**config.mk**
```make
export PLATFORM = sky130hd
export DESIGN_NAME = rx_status_and_fifo_control
export DESIGN_NICKNAME = d
export VERILOG_FILES = /design/src/hdl/rx_fifo_pkg.sv /design/src/hdl/rx_status_former.sv /design/src/hdl/tx_write_ptrs.sv /design/src/hdl/rx_status_and_fifo_control.sv
export SDC_FILE = /design/constraint.sdc
export NUM_CORES = 1
export LEC_CHECK = 0
export ABC_AREA = 1
export BUFFER_PORTS_ARGS = -buffer_cell sky130_fd_sc_hd__buf_2
export CORE_MARGIN = 5
export CORE_UTILIZATION = 49
export CTS_CLUSTER_DIAMETER = 40
export CTS_CLUSTER_SIZE = 28
export DETAILED_ROUTE_END_ITERATION = 8
export PLACE_DENSITY = 0.77
export REMOVE_ABC_BUFFERS = 1
export SKIP_LAST_GASP = 1
export SYNTH_ARGS = -nofsm -noshare
export SYNTH_HDL_FRONTEND = slang
export SYNTH_HIERARCHICAL = 1
export SYNTH_SLANG_ARGS = --single-unit
```
**constraint.sdc**
```tcl
create_clock -name CLK -period 3 [get_ports CLK]
set_input_delay 0.45 -clock CLK [delete_from_list [all_inputs] [get_ports CLK]]
set_output_delay 0.45 -clock CLK [all_outputs]
set_load 0.02 [all_outputs]
```
**src/hdl/rx_fifo_pkg.sv**
```systemverilog
/*
 shared constants and carrier types for the receive status / fifo
 control block. assumes one 20 MHz clock and a synchronous reset.
*/
// How it works
// - bit 30 flags failed address filter
// - bits 29:16 carry frame length
// - bit 15 ors bits 11,7,6,1
// - bit 13 flags broadcast destination
// - bit 12 flags length/type mismatch
// - bit 11 flags runt under 64 bytes
// - runts forwarded only with pass-bad set
// - bit 10 flags multicast destination
// - bit 7 flags over 1518, no truncation
// - bit 6 flags late collision
// - bit 5 type frame, never short runts
// - bit 4 flags receive watchdog expiry
// - bit 3 flags receive error seen
// - bit 2 flags qualifying dribble bits
// - dribble cleared when late collision set
// - bit 1 on crc fail or rx error
// - flush resets all receive pointers
// - flush bit self-clears when done
// - one-cycle pulse when receiver halts
// - errored bulk-out packet rewinds to head
// - bulk-out data stored unaltered
// - status written at head slot last
// - frame hidden until status written
// - drop sets write pointer to head
package rx_fifo_pkg;
    localparam int          RX_PTR_W  = 13;
    localparam int          TX_PTR_W  = 11;
    localparam logic [12:0] RX_LAST   = 13'h13FF;
    localparam int          ST_FILTER = 30;
    localparam int          ST_LEN_LO = 16;
    localparam int          ST_LEN_HI = 29;
    localparam int          ST_ERR    = 15;
    localparam int          ST_BCAST  = 13;
    localparam int          ST_LENERR = 12;
    localparam int          ST_RUNT   = 11;
    localparam int          ST_MCAST  = 10;
    localparam int          ST_LONG   = 7;
    localparam int          ST_LATE   = 6;
    localparam int          ST_TYPE   = 5;
    localparam int          ST_WDOG   = 4;
    localparam int          ST_MII    = 3;
    localparam int          ST_DRIB   = 2;
    localparam int          ST_CRC    = 1;
    localparam logic [31:0] ST_RSVD   = 32'h80004301;
    localparam logic [13:0] RUNT_LEN  = 14'h0040;
    localparam logic [13:0] MAX_FRAME = 14'h05EE;
    localparam logic [13:0] WDOG_LEN  = 14'h0800;
    localparam logic [13:0] TYPE_MIN  = 14'h000E;
    localparam logic [15:0] MAX_LT    = 16'h05DC;
    localparam logic [15:0] MIN_PAY   = 16'h002E;
    localparam logic [15:0] HDR_CRC   = 16'h0012;
    localparam logic [15:0] MIN_FRAME = 16'h0040;
    localparam logic [2:0]  DRIB_MII  = 3'h4;
    localparam logic [2:0]  DRIB_10M  = 3'h3;
    localparam logic [11:0] A_MAC_CTL = 12'h000;
    localparam logic [11:0] A_RX_CFG  = 12'h004;
    localparam logic [11:0] A_RX_STAT = 12'h008;
    localparam logic [11:0] A_TX_STAT = 12'h00C;
    localparam int          MC_RECEIVER_ENABLE_BIT   = 2;
    localparam int          MC_PASSBD = 16;
    localparam int          RC_FLUSH  = 0;
    localparam logic [31:0] MC_RESET  = 32'h00000000;

    typedef struct packed {
        logic [13:0] len;
        logic [15:0] lt_field;
        logic        filter_fail;
        logic        broadcast;
        logic        multicast;
        logic        late_col;
        logic        rx_err;
        logic        crc_bad;
        logic [2:0]  dribble;
        logic        ten_mbps;
    } rx_frame_info_t;

    typedef struct packed {
        logic        valid;
        logic [31:0] data;
        logic        last;
        logic        bad;
    } tx_beat_t;
endpackage

```
**src/hdl/rx_status_former.sv**
```systemverilog
/*
 builds the receive status word from the frame summary.
 assumes the summary is stable in the cycle the frame ends.
*/
`timescale 1ns/1ps
module rx_status_former (
    // frame summary
    input  rx_fifo_pkg::rx_frame_info_t INFO,
    // status word
    output logic [31:0]                 STATUS
);
    wire         runt  = INFO.len < rx_fifo_pkg::RUNT_LEN;
    wire         tlong = INFO.len > rx_fifo_pkg::MAX_FRAME;
    wire         wdog  = INFO.len > rx_fifo_pkg::WDOG_LEN;
    wire         is_ty = INFO.lt_field > rx_fifo_pkg::MAX_LT;
    wire         short = INFO.len < rx_fifo_pkg::TYPE_MIN;
    wire [15:0]  want  = (INFO.lt_field < rx_fifo_pkg::MIN_PAY)
                       ? rx_fifo_pkg::MIN_FRAME
                       : INFO.lt_field + rx_fifo_pkg::HDR_CRC;
    // frames under 14 bytes carry no length/type data to compare
    wire         lerr  = !is_ty && !short && (want != {2'h0, INFO.len});
    wire         drib  = INFO.ten_mbps
                       ? INFO.dribble >= rx_fifo_pkg::DRIB_10M
                       : INFO.dribble == rx_fifo_pkg::DRIB_MII;
    wire         crc   = INFO.crc_bad || INFO.rx_err;

    always_comb
    begin
        STATUS = 32'h00000000;
        STATUS[rx_fifo_pkg::ST_FILTER] = INFO.filter_fail;
        STATUS[rx_fifo_pkg::ST_LEN_HI:rx_fifo_pkg::ST_LEN_LO] = INFO.len;
        STATUS[rx_fifo_pkg::ST_ERR] = runt | tlong | INFO.late_col | crc;
        STATUS[rx_fifo_pkg::ST_BCAST] = INFO.broadcast;
        STATUS[rx_fifo_pkg::ST_LENERR] = lerr;
        STATUS[rx_fifo_pkg::ST_RUNT] = runt;
        STATUS[rx_fifo_pkg::ST_MCAST] = INFO.multicast;
        STATUS[rx_fifo_pkg::ST_LONG] = tlong;
        STATUS[rx_fifo_pkg::ST_LATE] = INFO.late_col;
        STATUS[rx_fifo_pkg::ST_TYPE] = is_ty && !short;
        STATUS[rx_fifo_pkg::ST_WDOG] = wdog;
        STATUS[rx_fifo_pkg::ST_MII] = INFO.rx_err;
        STATUS[rx_fifo_pkg::ST_DRIB] = drib && !INFO.late_col;
        STATUS[rx_fifo_pkg::ST_CRC] = crc;
    end
endmodule // rx_status_former

```
**src/hdl/tx_write_ptrs.sv**
```systemverilog
/*
 transmit fifo write side: stores bulk-out words and rewinds errored
 packets. assumes the read side reports its pointer on this clock.
*/
`timescale 1ns/1ps
module tx_write_ptrs (
    // clock and reset
    input  wire logic                  CLK,
    input  wire logic                  RESET,
    // bulk-out beats
    input  rx_fifo_pkg::tx_beat_t      BEAT,
    output logic                       READY,
    // read side pointer, wrap bit on top
    input  wire logic [11:0]           RD_PTR,
    // memory write port and pointers
    output logic                       MEM_WE,
    output logic [10:0]                MEM_ADDR,
    output logic [31:0]                MEM_WDATA,
    output logic [11:0]                WR_PTR,
    output logic [11:0]                HEAD_PTR
);
    wire wrap_diff = WR_PTR[rx_fifo_pkg::TX_PTR_W]
                   != RD_PTR[rx_fifo_pkg::TX_PTR_W];
    wire same_slot = WR_PTR[10:0] == RD_PTR[10:0];
    wire store     = BEAT.valid && READY;
    wire ends      = BEAT.last && !BEAT.valid;

    assign READY = !(wrap_diff && same_slot);

    always_ff @(posedge CLK)
    begin
        if (RESET)
        begin
            WR_PTR    <= 12'h000;
            HEAD_PTR  <= 12'h000;
            MEM_WE    <= 1'b0;
            MEM_ADDR  <= 11'h000;
            MEM_WDATA <= 32'h00000000;
        end
        else
        begin
            MEM_WE <= store;
            if (store)
            begin
                MEM_ADDR  <= WR_PTR[10:0];
                MEM_WDATA <= BEAT.data;
                WR_PTR    <= WR_PTR + 12'h001;
            end
            else if (ends && BEAT.bad)
                WR_PTR <= HEAD_PTR;
            else if (ends)
                HEAD_PTR <= WR_PTR;
        end
    end
endmodule // tx_write_ptrs

```
**src/hdl/rx_status_and_fifo_control.sv**
```systemverilog
/*
 receive status and fifo pointer control with apb registers, plus the
 transmit write side. assumes the mac and usb engines share CLK and
 that the fifo rams sit outside, fed by the write and read ports here.
*/
`timescale 1ns/1ps
module rx_status_and_fifo_control (
    // clock and reset
    input  wire logic                  CLK,
    input  wire logic                  RESET,
    // apb slave
    input  wire logic                  PSEL,
    input  wire logic                  PENABLE,
    input  wire logic                  PWRITE,
    input  wire logic [11:0]           PADDR,
    input  wire logic [31:0]           PWDATA,
    output logic [31:0]                PRDATA,
    output logic                       PREADY,
    output logic                       PSLVERR,
    // mac transfer interface, receive
    input  wire logic                  RX_DATA_VALID,
    input  wire logic [31:0]           RX_DATA,
    input  wire logic                  RX_FRAME_END,
    input  rx_fifo_pkg::rx_frame_info_t RX_INFO,
    output logic                       RECEIVER_ENABLE,
    output logic                       RECEIVER_STOPPED_PULSE,
    // receive fifo ram write port
    output logic                       RX_MEM_WE,
    output logic [12:0]                RX_MEM_ADDR,
    output logic [31:0]                RX_MEM_WDATA,
    // usb in transmitter read side
    input  wire logic                  RX_RD_POP,
    input  wire logic                  RX_RD_MARK,
    input  wire logic                  RX_RD_REWIND,
    output logic                       RX_AVAIL,
    output logic [12:0]                RX_RD_ADDR,
    // usb out receiver, transmit fifo write side
    input  rx_fifo_pkg::tx_beat_t      TX_BEAT,
    output logic                       TX_READY,
    input  wire logic [11:0]           TX_RD_PTR,
    output logic                       TX_MEM_WE,
    output logic [10:0]                TX_MEM_ADDR,
    output logic [31:0]                TX_MEM_WDATA,
    output logic [11:0]                TX_HEAD_PTR
);
    typedef enum logic [1:0] {IDLE, RECV, DROP} rx_state_t;

    rx_state_t   state;
    rx_state_t   next_state;
    logic [31:0] mac_control_reg;
    logic        flush_bit;
    logic [12:0] rx_wr;
    logic [12:0] rx_hd;
    logic [12:0] rx_rd;
    logic [12:0] rx_rd_hd;
    logic        stopped_q;
    logic        status_wr;
    logic [31:0] status_word;
    logic [11:0] tx_wr;

    function automatic logic [12:0] ptr_inc(input logic [12:0] p);
        ptr_inc = (p == rx_fifo_pkg::RX_LAST) ? 13'h0000 : p + 13'h0001;
    endfunction

    rx_status_former u_status (
        .INFO   (RX_INFO),
        .STATUS (status_word)
    );

    tx_write_ptrs u_tx (
        .CLK       (CLK),
        .RESET     (RESET),
        .BEAT      (TX_BEAT),
        .READY     (TX_READY),
        .RD_PTR    (TX_RD_PTR),
        .MEM_WE    (TX_MEM_WE),
        .MEM_ADDR  (TX_MEM_ADDR),
        .MEM_WDATA (TX_MEM_WDATA),
        .WR_PTR    (tx_wr),
        .HEAD_PTR  (TX_HEAD_PTR)
    );

    // control bits
    wire receiver_enable_bit = mac_control_reg[rx_fifo_pkg::MC_RECEIVER_ENABLE_BIT];
    wire pass_bad = mac_control_reg[rx_fifo_pkg::MC_PASSBD];

    // apb decode
    wire hit_mac = PADDR == rx_fifo_pkg::A_MAC_CTL;
    wire hit_cfg = PADDR == rx_fifo_pkg::A_RX_CFG;
    wire hit_rst = PADDR == rx_fifo_pkg::A_RX_STAT;
    wire hit_tst = PADDR == rx_fifo_pkg::A_TX_STAT;
    wire mapped  = hit_mac || hit_cfg || hit_rst || hit_tst;
    wire access  = PSEL && PENABLE;
    wire wr_ok   = access && PWRITE && mapped;
    wire wr_mac  = wr_ok && hit_mac;
    wire wr_cfg  = wr_ok && hit_cfg;
    wire set_fl  = wr_cfg && PWDATA[rx_fifo_pkg::RC_FLUSH];

    // receiver halts only between frames
    wire stopped = !receiver_enable_bit && state == IDLE;
    // the host must stop first; a flush requested while running waits
    wire flush_go = flush_bit && stopped;

    wire [31:0] rx_stat_word = {3'h0, rx_hd, 14'h0000, RX_AVAIL, stopped};
    wire [31:0] tx_stat_word = {4'h0, TX_HEAD_PTR, 4'h0, tx_wr};
    wire [31:0] cfg_word     = {31'h00000000, flush_bit};
    wire [31:0] rd_mux = hit_mac ? mac_control_reg
                       : hit_cfg ? cfg_word
                       : hit_rst ? rx_stat_word
                       : hit_tst ? tx_stat_word
                       : 32'h00000000;

    assign PREADY  = 1'b1;
    assign PSLVERR = access && !mapped;

    // receive write side
    wire beat     = RX_DATA_VALID
                  && (state == RECV || (state == IDLE && receiver_enable_bit));
    wire [12:0] cur = (state == IDLE) ? ptr_inc(rx_hd) : rx_wr;
    wire overflow = beat && (cur == rx_rd || ptr_inc(cur) == rx_rd);
    wire store    = beat && !overflow;
    wire done     = RX_FRAME_END && state == RECV && !RX_DATA_VALID;
    wire runt     = status_word[rx_fifo_pkg::ST_RUNT];
    wire keep     = done && (!runt || pass_bad);
    wire drop     = done && !keep;

    assign RECEIVER_ENABLE = receiver_enable_bit;
    // frames become visible only once the head moves past them
    assign RX_AVAIL = rx_rd != rx_hd;
    assign RX_RD_ADDR = rx_rd;

    always_comb
    begin
        next_state = state;
        case (state)
            IDLE:
                if (beat)
                    next_state = overflow ? DROP : RECV;
            RECV:
                if (done)
                    next_state = IDLE;
                else if (overflow)
                    next_state = DROP;
            DROP:
                // rest of an overflowed frame is ignored
                if (RX_FRAME_END)
                    next_state = IDLE;
            default:
                next_state = IDLE;
        endcase
    end

    // registers
    always_ff @(posedge CLK)
    begin
        if (RESET)
            mac_control_reg <= rx_fifo_pkg::MC_RESET;
        else if (wr_mac)
            mac_control_reg <= PWDATA;
    end

    always_ff @(posedge CLK)
    begin
        if (RESET)
            flush_bit <= 1'b0;
        else if (set_fl)
            flush_bit <= 1'b1;
        else if (flush_go)
            flush_bit <= 1'b0;
    end

    always_ff @(posedge CLK)
    begin
        if (RESET)
            PRDATA <= 32'h00000000;
        else if (PSEL && !PENABLE && !PWRITE)
            PRDATA <= rd_mux;
    end

    // stop pulse; reset high so no pulse right after reset
    always_ff @(posedge CLK)
    begin
        if (RESET)
        begin
            stopped_q              <= 1'b1;
            RECEIVER_STOPPED_PULSE <= 1'b0;
        end
        else
        begin
            stopped_q              <= stopped;
            RECEIVER_STOPPED_PULSE <= stopped && !stopped_q;
        end
    end

    always_ff @(posedge CLK)
    begin
        if (RESET)
            state <= IDLE;
        else if (flush_go)
            state <= IDLE;
        else
            state <= next_state;
    end

    // write pointers
    always_ff @(posedge CLK)
    begin
        if (RESET || flush_go)
        begin
            rx_wr <= 13'h0000;
            rx_hd <= 13'h0000;
        end
        else if (overflow || drop)
            rx_wr <= rx_hd;
        else if (store)
            rx_wr <= ptr_inc(cur);
        else if (keep)
            rx_hd <= rx_wr;
    end

    // read pointers
    always_ff @(posedge CLK)
    begin
        if (RESET || flush_go)
        begin
            rx_rd    <= 13'h0000;
            rx_rd_hd <= 13'h0000;
        end
        else if (RX_RD_REWIND)
            rx_rd <= rx_rd_hd;
        else if (RX_RD_MARK)
            rx_rd_hd <= rx_rd;
        else if (RX_RD_POP && RX_AVAIL)
            rx_rd <= ptr_inc(rx_rd);
    end

    // ram write port; status goes to the head slot as the last word
    always_ff @(posedge CLK)
    begin
        if (RESET)
        begin
            RX_MEM_WE    <= 1'b0;
            RX_MEM_ADDR  <= 13'h0000;
            RX_MEM_WDATA <= 32'h00000000;
            status_wr    <= 1'b0;
        end
        else
        begin
            RX_MEM_WE <= (store || keep) && !flush_go;
            status_wr <= keep && !flush_go;
            if (keep)
            begin
                RX_MEM_ADDR  <= rx_hd;
                RX_MEM_WDATA <= status_word;
            end
            else if (store)
            begin
                RX_MEM_ADDR  <= cur;
                RX_MEM_WDATA <= RX_DATA;
            end
        end
    end
endmodule // rx_status_and_fifo_control

```
# Yosys cells after proc, flatten, opt, wreduce, memory -nomap -nowiden
# Index checks and enable logic that the tools add are counted.
# op_classes
magnitude_cmp,7
mux,29
n_eq_ne,19
n_reduce_logical,69
bitwise_logic,8
add_sub_neg,5
# ops
cell,n
$mux 13,11
$mux 31,2
$mux 29,2
$add 13x1->13 const B,3
$eq 13x13->1 const B,3
$mux 32,1
$logic_and 1x1->1,30
$mux 28,1
$eq 13x13->1,2
$eq 12x4->1 const B,2
$mux 12,2
$add 16x5->16 const B,1
$gt 16x11->1 const B,1
$lt 16x6->1 const B,1
$mux 16,1
$ne 16x14->1,1
$logic_not 1->1,15
$gt 14x11->1 const B,1
$gt 14x12->1 const B,1
$lt 14x4->1 const B,1
$lt 14x7->1 const B,1
$ne 13x13->1,1
$add 12x1->12 const B,1
$eq 12x3->1 const B,1
21 further kinds,51
# word_totals
reg_bits,235
elab_cells,156
input_bits,173
out_inout_bits,153

# Logic depth before layout (Yosys ltp)
# depth
depth_word,12
ltp_mapped,30
ltp_nobuf,29

# Hierarchy
# Netlist, hierarchy kept.
# by_module_without_submodules
module,cells_per_inst,area_each_um2,n_inst
rx_status_and_fifo_control,1334,8735.9,1
tx_write_ptrs,424,2975.4,1
rx_status_former,217,1159.9,1

# Worst setup path before layout
# Ideal clock, no wire load.
# synth_path
path_kind,register to register
from,reg rx_hd[0]
to,reg rx_wr[8]
t_arrival_ps,3190
n_path_buf,2
synth_period_minus_slack_ps,3301
setup_time_ps,112
required_time_ps,2888
path_slack_ps,-301
path_stages_with_launch,30
cell_sequence,dfxtp_1 > ha_1 > nand2_1 > nor2_1 > nand2_1 > nor2_1 > nor2_1 > a21boi_2 > inv_1 > ha_1 > inv_1 > nor2_1 > nand3_1 > nor3_4 > nand2_2 > buf_6 > nand2_1 > nand2_1 > nand2_1 > nor2_1 > nand3_1 > nor2_1 > nand2_2 > nand2_1 > nand2_2 > nand2_2 > buf_4 > nand2_1 > nand2_1 > nor2_1
# synth_via
elab_chain_cells,11
word_cells_on_any_way,17
cone_classes,2 x add/sub; 4 x eq/ne; 5 x mux; 6 x reduce/logical
# synth_rtl
element,line,text
from (decl),rx_status_and_fifo_control.sv:53,logic [12:0] rx_hd;
from (signal assigned),rx_status_and_fifo_control.sv:218,rx_hd <= rx_wr;
$add 13x1->13 / $eq 13x13->1 (equally long branches),rx_status_and_fifo_control.sv:62,ptr_inc = (p == rx_fifo_pkg::RX_LAST) ? 13'h0000 : p + 13'h0001;
$mux 13 (*),rx_status_and_fifo_control.sv:62,
$mux 13 (*),rx_status_and_fifo_control.sv:119,wire [12:0] cur = (state == IDLE) ? ptr_inc(rx_hd) : rx_wr;
$add 13x1->13 / $eq 13x13->1 (equally long branches),rx_status_and_fifo_control.sv:62,
$mux 13,rx_status_and_fifo_control.sv:62,
$eq 13x13->1,rx_status_and_fifo_control.sv:120,wire overflow = beat && (cur == rx_rd || ptr_inc(cur) == rx_rd);
$logic_or 1x1->1,rx_status_and_fifo_control.sv:120,
$logic_and 1x1->1,rx_status_and_fifo_control.sv:120,
$logic_not 1->1,rx_status_and_fifo_control.sv:121,wire store = beat && !overflow;
$logic_and 1x1->1,rx_status_and_fifo_control.sv:121,
$reduce_bool 2->1 (no source line),-,
to (signal assigned),rx_status_and_fifo_control.sv:214,rx_wr <= rx_hd;
to (signal assigned),rx_status_and_fifo_control.sv:216,rx_wr <= ptr_inc(cur);
to (decl),rx_status_and_fifo_control.sv:52,logic [12:0] rx_wr;
# Mark *: on every way between the ends. The rest lies on a longest branch, timed or not. The select of a mux whose other input is x is not followed.
# A chain may end at the register's enable or synchronous reset.

# Worst setup path after layout
# layout_path
from,reg rx_hd[4]
to,reg rx_wr[10]
# The elaborated chain is that of the path after synthesis.

==> impl_metrics.ini <==
[clocking]
cts_buffer_depth = 3
cts_root_buf = clkbuf_16
htreeDepth = 2
clk_pin_slew_ns = 0.06
cts_buffers = 37
cts_num_sinks = 235
clock_latency_ns = 0.53
cts_tree = done

[route]
vias = 14800
totalWireLength_um = 47100
drc = 0
dr.pass1.iters = 7
drt-vias-per-instance = 5.43
ant_nets = 0
routedWlPerCell_um = 17.3
drt_first_iter_violations = 1266

[pwr]
p_int_mw = 6.05
p_switching_mw = 2.21
switching_share_pct = 26.7
vdd_ir_drop_max_mv = 0.501
pwr-share-seq_pct = 39.7
pwr-share-comb_pct = 9.6
p_leak_nw = 8.42
power_density_nw_per_um2 = 479
clockPowerShare_pct = 50.7

[critical_path]
critPathTopFamily = simple AND/OR/NAND/NOR gates
crit_buf_inv = 5
cp.arrival_ns = 3.70
worstSetupPathType = register to register
slowest_delay_ns = 0.33
worst_setup_path_end_kind = register
critPathMostFrequentCell = nand2_1
crit_slowest_cell = dfxtp_1
startpoint_type = register
crit_fanout = 7
crit_required_ns = 3.42

[logic_synthesis]
async_flop_share_pct = 0
seq_area_frac_synth_pct = 36.6
synth.distinct_cells = 49
synth-edff-count = 0
ys_ff_latch = 235
yosysWarnings = 6
syn-instance-count = 1975
syn_area_sq_um = 12900
synth_area_per_cell_sq_um = 6.52
yosysTopAreaCell = dfxtp_1
ys.flop_type = dfxtp_1
synth.top_cell.area_share_pct = 36.6
synth_area_leaders = dfxtp_1 (37%), nand2_1 (14%), nor2_1 (11%)

[status]
violations = setup timing
status = finished with violations

[grt]
grt_max_degree = 99
grt_pass1_vias = 13800
antenna_found_initial = 5
gr-usage-all-layers_pct = 29.5
grt_pass1_wl_um = 70900
grt_overflow = 0

[final_layout]
layout-drive-gt1-share_pct = 28.5
seq_area_sq_um = 4710
nFillCells = 2245
final_net_count = 2542
multiInputGateArea_sq_um = 7300
post-route-cell-area_sq_um = 17200
areaGrowthSynthToFinish_pct = 34.0

[sta]
hold_ws_ns = 0.147
slew_headroom_pct = 30.6
finalCriticalPeriod_ns = 3.27
setup_violations = 61
fin_crit_sh_pct = 109
tightest_slew_ns = 1.03
rsz0062_at_grt = yes
hold_violations = 0
clock_skew_ns = 0.0256
slew_violations = 0
timing.final.ws_setup_ns = -0.272
fmax_mhz = 306

[placement]
numPortBuffers = 324
dpl_cell_area_sq_um = 15200
gp_congestion = 0.995
hpwl_um = 33100

[die]
dieArea_sq_um = 29600
dieWidth_um = 172
start_util_pct = 49.5
fp.dieH_um = 172
core_sq_um = 26000
io_pins = 326
core.rowCount = 59

[job]
cap_violations = 0

[hold_path]
hold_path_class = input port to register
worst min-delay path: cells and delay by family:
family | cells | cell delay, ns
simple gates | 2 | 0.11
buf+inv | 1 | 0.08
metal layers:
metal	routed length, um	vias up	track usage (%)
li1	-	7134	-
met4	2210	8	13.2
met3	5120	157	6.90
met5	48	-	0
met1	17800	6698	36.4
met2	21900	807	49.1
worst paths after layout:
| path | from | cells past startpoint | slack [ns] | to |
|---|---|---|---|---|
| worst min-delay path | PWDATA[31] | 3 | 0.15 | mac_control_reg[31]$_SDFFE_PP0P_ |
| worst min register to register | stopped_q$_SDFF_PP1_ | 1 | 0.41 | RECEIVER_STOPPED_PULSE$_SDFF_PP0_ |
| worst max register to register | rx_hd[4]$_SDFFE_PP0P_ | 27 | -0.27 | rx_wr[10]$_SDFFE_PP0P_ |
| worst max-delay path | rx_hd[4]$_SDFFE_PP0P_ | 27 | -0.27 | rx_wr[10]$_SDFFE_PP0P_ |
Yosys cell counts (8+ instances only):
master and n:
o21ai_1 52, buf_6 10, dfxtp_1 235, a21oi_1 69, buf_2 14, nor2_2 9, nor2_1 362, nand3_1 122
nor3_1 24, o211ai_1 21, xnor2_1 8, nand3_2 9, nand2_2 14, buf_4 36, xor2_1 36, nand2_1 473
inv_1 153, inv_2 8, nor4_1 10, o21ai_0 132, clkbuf_1 68, a221oi_1 11, nand4_1 18, a211oi_1 24
through the flow:
step	setup WS [ns]	instances	util (%)	setup TNS, ns	power [mW]
final	-0.272	2725	66.4	-9.71	8.25
after global routing	-0.514	2724	66.4	-23.34	8.53
after CTS	-0.193	2710	64.7	-7.49	8.28
after detailed placement	-0.340	2626	58.5	-19.79	4.11
after global placement	-0.232	2626	58.5	-12.76	4.10
after floorplan	-2.47	1848	-	-229.66	3.74
area by class of cell:
class	instances	area share, %
Clock buffer	41	5.64
Inverter	168	3.74
Tap cell	335	2.43
Multi-Input combinational cell	1446	42.3
Clock inverter	22	1.33
Timing Repair Buffer	476	17.2
Antenna cell	2	0.0290
Sequential cell	235	27.3
cell families (layout without fill, tap and decap cells):
kind of cell,count (synthesis),in the layout,synth area share (%)
flops,235,235,36.6
compound gates,332,332,14.6
xor+xnor,45,45,3.12
simple gates,1057,1058,34.5
buf+inv,299,707,10.7
other cells,2,8,0.0583
fa+ha+maj,5,5,0.486
placed cells by master, fill, tap and decap left out, types with 10 or more instances in the layout:
master     Yosys  final
xor2_1        36     33
nor2_2         9     26
buf_4         36    132
nand2_1      473    451
o211ai_1      21     21
inv_1        153    151
nor2_1       362    333
a21oi_1       69     69
nand3_1      122    111
nand2_2       14     23
inv_2          8     10
a211oi_1      24     24
nand3_2        9     17
clkbuf_16      0     39
buf_2         14    324
nand4_1       18     18
dfxtp_1      235    231
o21ai_0      132    129
a221oi_1      11     11
nor3_1        24     21
nor2_4         3     15
nand2_4        4     16
o21ai_1       52     51
power by group through the flow:
stage          sequential, mW  combinational, mW  clock (mW)
5_1_grt                  3.29              0.866        4.38
6_report                 3.28              0.790        4.19
3_5_place_dp             3.34              0.771           0
2_1_floorplan            3.41              0.332           0
4_1_cts                  3.28              0.779        4.22
3_3_place_gp             3.34              0.757           0
what timing repair did:
action,in CTS,in global routing
endpoints found under the setup margin,61,61
pin swaps,30,45
gates cloned,3,2
hold buffers,0,0
setup buffers,18,11
gates resized for setup,56,79
Power figures use the tool's default switching activity.
